--- config.mk ---
export PLATFORM = sky130hd
export DESIGN_NAME = amc_regs
export DESIGN_NICKNAME = d
export VERILOG_FILES = /design/src/amc_pkg.sv /design/src/amc_regs.sv
export SDC_FILE = /design/constraint.sdc
export NUM_CORES = 1
export LEC_CHECK = 0
export ABC_AREA = 1
export BUFFER_PORTS_ARGS = -buffer_cell sky130_fd_sc_hd__buf_2
export CAP_MARGIN = 20
export CORE_MARGIN = 5
export CORE_UTILIZATION = 44
export CTS_CLUSTER_DIAMETER = 120
export DETAILED_ROUTE_END_ITERATION = 10
export PLACE_DENSITY = 0.82
export RECOVER_POWER = 50
export SLEW_MARGIN = 20
export SYNTH_ARGS = -nofsm -noshare
export SYNTH_HDL_FRONTEND = slang
export SYNTH_SLANG_ARGS = --single-unit
--- constraint.sdc ---
create_clock -name clk_sys -period 1.3 [get_ports clk_sys]
set_input_delay 0.065 -clock clk_sys [delete_from_list [all_inputs] [get_ports clk_sys]]
set_output_delay 0.065 -clock clk_sys [all_outputs]
set_load 0.005 [all_outputs]
--- src/amc_pkg.sv ---
package amc_pkg;

  // ****************************************************************
  // Register indices; byte address is four times the index.
  // ****************************************************************
  localparam logic [5:0] IDX_STATUS   = 6'h01;
  localparam logic [5:0] IDX_MODE     = 6'h02;
  localparam logic [5:0] IDX_CLOCK    = 6'h03;
  localparam logic [5:0] IDX_IRQ_STAT = 6'h10;
  localparam logic [5:0] IDX_IRQ_MASK = 6'h11;

  // ****************************************************************
  // Reset values and field positions.
  // ****************************************************************
  localparam logic [15:0] MODE_RST     = 16'h0510;
  localparam logic [15:0] CLOCK_RST    = 16'h0F0E;
  localparam logic [15:0] CLOCK_WMASK  = 16'h0FFF;
  localparam int          POS_REGCRC   = 13;
  localparam int          POS_RXCRC    = 12;
  localparam int          POS_CRCTYPE  = 11;
  localparam int          POS_RSTFLAG  = 10;
  localparam int          POS_TIMEOUT  = 4;
  localparam int          POS_TURBO    = 5;
  localparam logic [14:0] OSR_TURBO    = 15'h0040;
  localparam logic [14:0] OSR_BASE     = 15'h0080;
  localparam int          IRQ_W        = 6;

  // ****************************************************************
  // Timing of the data-ready low pulse.
  // ****************************************************************
  localparam int CLK_PERIOD_NS = 40;
  localparam int PULSE_NS      = 160;
  localparam int PULSE_CYC     = (PULSE_NS + CLK_PERIOD_NS - 1) / CLK_PERIOD_NS;

  typedef enum logic [1:0] {
    AMC_SRC_LAGGING,
    AMC_SRC_OR,
    AMC_SRC_LEADING,
    AMC_SRC_LEADING2
  } amc_src_e;

  typedef struct packed {
    logic     [1:0] reserved_hi;
    logic           regmap_crc_enable;
    logic           rx_crc_enable;
    logic           crc_type_ansi;
    logic           reset_occurred;
    logic     [1:0] word_size_select;
    logic     [2:0] reserved_lo;
    logic           timeout_enable;
    amc_src_e       ready_source_select;
    logic           ready_idle_tristate;
    logic           ready_pulse_format;
  } amc_mode_s;

  typedef struct packed {
    logic [3:0] reserved_hi;
    logic       chan3_enable;
    logic       chan2_enable;
    logic       chan1_enable;
    logic       chan0_enable;
    logic [1:0] reserved_lo;
    logic       turbo_ratio_override;
    logic [2:0] oversample_ratio_select;
    logic [1:0] power_mode_select;
  } amc_clock_s;

endpackage

--- src/amc_regs.sv ---
// The APB slave port was chosen for this implementation.
`timescale 1ns/10ps
`default_nettype none

module amc_regs (
  input  wire logic                 clk_sys,
  input  wire logic                 srst,
  input  wire logic                 psel,
  input  wire logic                 penable,
  input  wire logic                 pwrite,
  input  wire logic [7:0]           paddr,
  input  wire logic [31:0]          pwdata,
  output logic      [31:0]          prdata,
  output logic                      pready,
  output logic                      pslverr,
  input  wire logic [3:0]           conv_done,
  input  wire logic [3:0]           data_taken,
  input  wire logic                 rx_crc_fail,
  input  wire logic [15:0]          regmap_crc,
  output amc_pkg::amc_mode_s        mode_cfg,
  output amc_pkg::amc_clock_s       clock_cfg,
  output logic      [14:0]          osr_ratio,
  output logic                      conversion_ready_pin,
  output logic                      conversion_ready_oe_n,
  output logic                      irq
);

  // ****************************************************************
  // Bus slave.
  // ****************************************************************
  logic        pready_q;
  logic        pslverr_q;
  logic [31:0] prdata_q;
  logic        access_w;
  logic        done_w;
  logic        mapped_w;
  logic [5:0]  idx_w;
  logic [15:0] rd_w;

  logic [15:0] mode_q;
  logic [15:0] clock_q;
  logic [3:0]  new_data_q;
  logic        crc_err_q;
  logic        map_fault_q;
  logic [15:0] crc_prev_q;
  logic        crc_armed_q;

  localparam int IRQ_W_L = amc_pkg::IRQ_W;

  logic [IRQ_W_L-1:0] irq_stat_q;
  logic [IRQ_W_L-1:0] irq_mask_q;
  logic        irq_q;
  logic [14:0] osr_q;
  logic [15:0] status_w;
  logic        wr_mode_w;
  logic        wr_clock_w;
  logic        rd_status_w;
  logic [3:0]  en_w;

  assign access_w = psel & penable;
  assign done_w   = access_w & pready_q;
  assign idx_w    = paddr[7:2];
  assign en_w     = clock_q[11:8];

  always_comb begin
    mapped_w = 1'b1;
    rd_w     = 16'h0000;
    case (idx_w)
      amc_pkg::IDX_STATUS:   rd_w = status_w;
      amc_pkg::IDX_MODE:     rd_w = mode_q;
      amc_pkg::IDX_CLOCK:    rd_w = clock_q;
      amc_pkg::IDX_IRQ_STAT: rd_w = {{(16 - IRQ_W_L){1'b0}}, irq_stat_q};
      amc_pkg::IDX_IRQ_MASK: rd_w = {{(16 - IRQ_W_L){1'b0}}, irq_mask_q};
      default:               mapped_w = 1'b0;
    endcase
  end

  // One wait state: the answer is computed in the first access cycle.
  always_ff @(posedge clk_sys) begin
    if (srst) begin
      pready_q  <= 1'b0;
      pslverr_q <= 1'b0;
      prdata_q  <= 32'h0000_0000;
    end else begin
      pready_q  <= access_w & ~pready_q;
      pslverr_q <= access_w & ~pready_q & ~mapped_w;
      if (access_w & ~pready_q & ~pwrite) begin
        prdata_q <= {16'h0000, rd_w};
      end
    end
  end

  assign wr_mode_w   = done_w & pwrite & (idx_w == amc_pkg::IDX_MODE);
  assign wr_clock_w  = done_w & pwrite & (idx_w == amc_pkg::IDX_CLOCK);
  assign rd_status_w = done_w & ~pwrite & (idx_w == amc_pkg::IDX_STATUS);

  // ****************************************************************
  // Configuration registers.
  // ****************************************************************
  // mode reset value
  always_ff @(posedge clk_sys) begin
    if (srst) begin
      mode_q <= amc_pkg::MODE_RST;
    end else if (wr_mode_w) begin
      mode_q <= pwdata[15:0] & ~(16'h0001 << amc_pkg::POS_RSTFLAG)
              | ({15'h0000, mode_q[amc_pkg::POS_RSTFLAG] & pwdata[amc_pkg::POS_RSTFLAG]}
                 << amc_pkg::POS_RSTFLAG);
    end
  end

  always_ff @(posedge clk_sys) begin
    if (srst) begin
      clock_q <= amc_pkg::CLOCK_RST;
    end else if (wr_clock_w) begin
      clock_q <= pwdata[15:0] & amc_pkg::CLOCK_WMASK;
    end
  end

  always_ff @(posedge clk_sys) begin
    if (srst) begin
      osr_q <= amc_pkg::OSR_BASE;
    end else if (clock_q[amc_pkg::POS_TURBO]) begin
      osr_q <= amc_pkg::OSR_TURBO;
    end else begin
      osr_q <= amc_pkg::OSR_BASE << clock_q[4:2];
    end
  end

  // ****************************************************************
  // Status flags.
  // ****************************************************************
  // per-channel new data, set wins over clear
  always_ff @(posedge clk_sys) begin
    if (srst) begin
      new_data_q <= 4'h0;
    end else begin
      new_data_q <= ((new_data_q & ~data_taken) | conv_done) & en_w;
    end
  end

  // Sticky faults clear on a status read; a new event in that cycle wins.
  // input CRC failure flag
  always_ff @(posedge clk_sys) begin
    if (srst) begin
      crc_err_q <= 1'b0;
    end else begin
      crc_err_q <= (crc_err_q & ~rd_status_w) | (rx_crc_fail & mode_q[amc_pkg::POS_RXCRC]);
    end
  end

  always_ff @(posedge clk_sys) begin
    if (srst) begin
      crc_prev_q  <= 16'h0000;
      crc_armed_q <= 1'b0;
      map_fault_q <= 1'b0;
    end else begin
      crc_prev_q  <= regmap_crc;
      crc_armed_q <= mode_q[amc_pkg::POS_REGCRC];
      map_fault_q <= (map_fault_q & ~rd_status_w)
                   | (crc_armed_q & mode_q[amc_pkg::POS_REGCRC] & (regmap_crc != crc_prev_q));
    end
  end

  assign status_w = {2'b00, map_fault_q, crc_err_q, mode_q[amc_pkg::POS_CRCTYPE],
                     mode_q[amc_pkg::POS_RSTFLAG], mode_q[9:8], 4'h0, new_data_q};

  // ****************************************************************
  // Interrupts.
  // ****************************************************************
  logic [IRQ_W_L-1:0] irq_ev_w;
  logic               rd_irq_w;
  logic               wr_mask_w;

  assign irq_ev_w  = {(regmap_crc != crc_prev_q) & crc_armed_q & mode_q[amc_pkg::POS_REGCRC],
                      rx_crc_fail & mode_q[amc_pkg::POS_RXCRC],
                      conv_done & en_w};
  assign rd_irq_w  = done_w & ~pwrite & (idx_w == amc_pkg::IDX_IRQ_STAT);
  assign wr_mask_w = done_w & pwrite & (idx_w == amc_pkg::IDX_IRQ_MASK);

  always_ff @(posedge clk_sys) begin
    if (srst) begin
      irq_stat_q <= '0;
      irq_mask_q <= '0;
      irq_q      <= 1'b0;
    end else begin
      irq_stat_q <= (irq_stat_q & {IRQ_W_L{~rd_irq_w}}) | irq_ev_w;
      if (wr_mask_w) begin
        irq_mask_q <= pwdata[IRQ_W_L-1:0];
      end
      irq_q <= |(((irq_stat_q & {IRQ_W_L{~rd_irq_w}}) | irq_ev_w) & irq_mask_q);
    end
  end

  // ****************************************************************
  // Data-ready pin.
  // ****************************************************************
  logic       lead_q;
  logic       cond_w;
  logic       cond_q;
  logic [2:0] pulse_cnt_q;
  logic       pin_q;
  logic       oe_n_q;
  logic       low_w;

  always_ff @(posedge clk_sys) begin
    if (srst) begin
      lead_q <= 1'b0;
    end else begin
      lead_q <= (lead_q & ~|(data_taken & en_w)) | |(conv_done & en_w);
    end
  end

  always_comb begin
    case (mode_q[3:2])
      amc_pkg::AMC_SRC_LAGGING: cond_w = (en_w != 4'h0) & ((new_data_q & en_w) == en_w);
      amc_pkg::AMC_SRC_OR:      cond_w = |(new_data_q & en_w);
      default:                  cond_w = lead_q;
    endcase
  end

  // fixed-width low pulse on each new assertion
  always_ff @(posedge clk_sys) begin
    if (srst) begin
      cond_q      <= 1'b0;
      pulse_cnt_q <= 3'h0;
    end else begin
      cond_q <= cond_w;
      if (cond_w & ~cond_q) begin
        pulse_cnt_q <= 3'(amc_pkg::PULSE_CYC);
      end else if (pulse_cnt_q != 3'h0) begin
        pulse_cnt_q <= pulse_cnt_q - 3'h1;
      end
    end
  end

  assign low_w = mode_q[0] ? ((cond_w & ~cond_q) | (pulse_cnt_q > 3'h1)) : cond_w;

  always_ff @(posedge clk_sys) begin
    if (srst) begin
      pin_q  <= 1'b1;
      oe_n_q <= 1'b0;
    end else begin
      pin_q  <= ~low_w;
      oe_n_q <= ~low_w & mode_q[1];
    end
  end

  // ****************************************************************
  // Outputs.
  // ****************************************************************
  // timeout enable exported
  assign mode_cfg              = mode_q;
  assign clock_cfg             = clock_q;
  assign osr_ratio             = osr_q;
  assign prdata                = prdata_q;
  assign pready                = pready_q;
  assign pslverr               = pslverr_q;
  assign irq                   = irq_q;
  assign conversion_ready_pin  = pin_q;
  assign conversion_ready_oe_n = oe_n_q;
endmodule // amc_regs

`default_nettype wire

Word-level counts from Yosys, hierarchy flattened:

Index checks and enable logic that the tools add are counted.

* register bits: 104
* output and inout bits: 84

* add/sub/neg operators: 1
* magnitude comparators: 1
* eq/ne operators: 8
* shift operators: 1
* multiplexer cells: 7
* bitwise gates (word level): 46
* reductions and logical operators: 12

Operators by type and width (number)
* $pmux 16 s5: 1
* $and 1x1->1: 24
* $and 4x4->4: 5
* $ne 16x16->1: 1
* $or 16x11->16: 1
* $shl 8x3->15 const A: 1
* $and 6x6->6: 2
* $eq 6x2->1 const B: 2
* $eq 6x5->1 const B: 2
* $reduce_or 4->1: 3
* $mux 8: 1
* $not 1->1: 7
* $eq 6x1->1 const B: 1
* $mux 3: 2
* $or 6x6->6: 1
* $reduce_or 6->1: 1
* $reduce_or 5->1: 1
* $eq 4x4->1: 1
* $not 4->4: 1
* $or 1x1->1: 4
* $or 4x4->4: 1
* $reduce_bool 4->1: 1
* $reduce_or 2->1: 2
* $gt 3x1->1 const B: 1
* 8 further kinds: 9

Longest topological paths before layout:

* depth after elaboration: 9
* gate-level depth with buffers: 11
* depth with buffers taken out: 11

Worst setup path after synthesis:

Ideal clock, no wire load.

* path kind: register to register
* from: reg pready_q (netlist: pready)
* to: reg clock_q[5] (netlist: clock_cfg[5])
* arrival time: 1.200 ns
* required time: 1.180 ns
* slack: -0.020 ns
* cell stages (with the launch flop): 8
* buffers on the path: 0
* period minus slack after synthesis: 1.320 ns
* cell sequence: dfxtp_1 nand3_1 nor2_1 inv_1 nor2_1 inv_2 o21ai_0 a21oi_1

* longest elaborated chain between the ends: 3

RTL lines
* start, declared: line amc_regs.sv:31 `logic pready_q;`
* start signal, assigned: line amc_regs.sv:85 `pready_q <= access_w & ~pready_q;`
* $and 1x1->1: line amc_regs.sv:61 `assign done_w = access_w & pready_q;`
* $and 1x1->1 (2 in a row): line amc_regs.sv:94 `assign wr_clock_w = done_w & pwrite & (idx_w == amc_pkg::IDX_CLOCK);`
* end signal, assigned: line amc_regs.sv:113 `clock_q <= amc_pkg::CLOCK_RST;`
* end signal, assigned: line amc_regs.sv:115 `clock_q <= pwdata[15:0] & amc_pkg::CLOCK_WMASK;`
* end, declared: line amc_regs.sv:41 `logic [15:0] clock_q;`

No other way between the ends.
A chain may end at the register's enable or synchronous reset.

Final worst setup path:

* from: reg pready_q (netlist: pready)
* to: reg irq_q (netlist: irq)

* longest elaborated chain between the ends: 8

RTL lines
* $and 1x1->1: line amc_regs.sv:61
* $and 1x1->1 (2 in a row): line amc_regs.sv:177 `assign rd_irq_w = done_w & ~pwrite & (idx_w == amc_pkg::IDX_IRQ_STAT);`
* $not 1->1: line amc_regs.sv:190 `irq_q <= |(((irq_stat_q & {IRQ_W_L{~rd_irq_w}}) | irq_ev_w) & irq_mask_q);`
* $and 6x6->6: line amc_regs.sv:190
* $or 6x6->6: line amc_regs.sv:190
* $and 6x6->6: line amc_regs.sv:190
* $reduce_or 6->1: line amc_regs.sv:190
* end signal, assigned: line amc_regs.sv:190
* end, declared: line amc_regs.sv:52 `logic irq_q;`

No other way between the ends.

==> results.toml <==
[run_status]
outcome = "finished clean"

[global_routing]
grt_pass1_wl_um = 19100
grt_util_all_layers = 0.207
grt_pass1_vias = 4027
grt_max_degree = 41
overflow = 0
antenna_found_initial = 0

[synthesis]
synth_common_cells = "nand2_1 (109), dfxtp_1 (98), nor2_1 (73)"
synth.top_cell.area_share = 0.469
synth.most_common_cell = "nand2_1"
synth_cells = 554
avgSynthCellArea_um2 = 7.56
synth_top_area_cell = "dfxtp_1"
synth_cell_type_count = 34
ys_warn_count = 0
yosys-top-cells-area = "dfxtp_1 (47%), nand2_1 (9.8%), nor2_1 (6.5%), a21oi_1 (5.5%), o21ai_0 (5.1%)"
synth_seq_cells = 98
async_flop_share = 0
synth_flop_cell = "dfxtp_1"
syn_area_um2 = 4190
seq_area_frac_synth = 0.469
synth_edf_count = 0

[cts]
h-tree-depth = 3
clock_path_buffers = 2
clk_latency_ns = 0.37
cts_tree = "done"
clk_transition_reported_paths_ns = 0.09
cts.sinks = 98
ctsRootBufferMaster = "clkbuf_8"
cts-buffers-inserted = 9

[floorplanning]
die_x_um = 108
fp.dieArea_um2 = 11600
die_h_um = 108
fp.coreArea_um2 = 9240
row_count = 35
ios = 154
initial_core_util = 0.453

[sta]
fin_ws_ns = 0.0388
fin_crit_sh = 0.970
hold_viol = 0
slew_viol_final = 0
fin_crit_ns = 1.26
max_freq_mhz = 793
finClkSkew_ns = 0.0113
finalSetupViolations = 0
rsz0062_at_grt = "true"

[worst_hold_path]
min_path_type = "input port to flop"

[place]
gp_congestion = 0.859
dp_cells = 794
dp_slack_ns = -0.0500
port_buffers = 109
hpwl_um = 8690

[setup_path]
crit_type = "flop to flop"
cp.arrival_ns = 1.52
cp-end-kind = "flop"
worst_ep_required_time_ns = 1.56
path_max_fanout = 6
start_kind = "flop"

[layout]
fin_nets = 789
nFillCells = 819
antenna_cells = 0
post-route-util = 0.607
final_cells = 850
area_delta_synth_final_pct = 34.0
drive_gt1_frac = 0.259

[drt]
wire_per_inst_um = 14.3
dr.pass1.iters = 5
detail-route-antenna-nets = 0
drt_wl_total_um = 12200
via_count = 4172
viasPerCell = 4.91
first_iter_violations = 310
drcViolationCount = 0

[flow_run]
cap_violations = 0

[power]
pwr_density_cell_nw_per_um2 = 1060
p_leak_nw = 2.73
vdd_drop_max_v = 0.000696
-- per-layer routing --
layer,GRT usage,up-vias,wire length [um]
li1,-,2048,-
met3,0.0456,17,1050
met2,0.365,186,6060
met1,0.253,1921,4930
met4,0.0550,0,153
met5,0,-,0
-- placed cells by master (no fill, tap or decap), types with 5 or more instances in the layout --
master	netlist	final
buf_4	27	16
nand4_1	5	5
nor3_1	7	7
xor2_1	14	14
inv_2	4	7
nand3_1	18	15
clkbuf_8	0	9
conb_1	1	26
inv_1	55	51
buf_2	2	109
o21ai_1	3	6
dlygate4sd3_1	0	36
o21ai_0	43	39
a21oi_1	46	46
nor2_1	73	69
nor2_4	4	7
dfxtp_1	98	93
nand2_1	109	104
-- final cells by class --
| class | instances | area (um^2) | share of cell area |
|---|---|---|---|
| Tap cell | 129 | 161 | 0.0288 |
| Clock inverter | 7 | 85.1 | 0.0152 |
| Timing Repair Buffer | 168 | 1140 | 0.203 |
| Inverter | 61 | 236 | 0.0421 |
| Clock buffer | 9 | 124 | 0.0221 |
| Sequential cell | 98 | 1970 | 0.352 |
| Multi-Input combinational cell | 378 | 1890 | 0.337 |
-- worst max-delay path: stages, from the launching register on --
cell      delay (ns)
dfxtp_4         0.37
nand3_4         0.08
nor2_4          0.13
nand2_4         0.10
nand2_2         0.09
nand2_1         0.06
nand2_1         0.07
nand3_2         0.07
o21bai_1        0.13
nand2_1         0.06
-- sequential cells by signal, indices dropped and copies added, names as in the netlist, 3 cells and up --
name and cells:
irq_stat_q 6, irq_mask_q 6, crc_prev_q 16, prdata 16, pulse_cnt_q 3, osr_ratio 9
mode_cfg 16, clock_cfg 12, new_data_q 4
-- per-stage QoR --
stage / setup TNS (ns) / hold slack, ns / area (um^2) / power [mW]
after floorplan: 0 / 0.170 / 4280 / 3.66
after global placement: -0.0795 / 0.288 / 4890 / 3.80
after detailed placement: -0.437 / 0.296 / 4890 / 3.85
after CTS: 0 / 0.00514 / 5480 / 5.98
after global routing: -0.181 / 0.0233 / 5610 / 6.23
final: 0 / 0.0258 / 5610 / 5.97
-- power breakdown --
group	total [mW]	switching (mW)	internal [mW]
clock network	2.06	1.13	0.927
logic	0.754	0.415	0.339
registers	3.16	0.0660	3.09
-- logic make-up after synthesis --
| group | share of synthesized area |
|---|---|
| compound gates | 0.146 |
| simple gates | 0.225 |
| other cells | 0.000896 |
| buf+inv | 0.121 |
| fa+ha+maj | 0.00897 |
| flops | 0.469 |
| xor+xnor | 0.0293 |
-- repair_timing --
item | 4_1_cts | 5_1_grt
setup buffers | 0 | 4
setup endpoints to repair | 22 | 40
resized for setup | 9 | 30
endpoints found under the hold margin | 49 | 0
pin swaps | 1 | 11
hold buffers | 36 | 0
-- worst paths after layout --
| kind | from | endpoint | slack [ns] | cells after the start |
|---|---|---|---|---|
| max reg2reg | pready | irq | 0.04 | 9 |
| min reg2reg | prdata[14] | prdata[14] | 0.47 | 2 |
| min | pwdata[3] | clock_cfg[3] | 0.03 | 3 |
| max | pready | irq | 0.04 | 9 |
(Power assumes the default switching activity.)
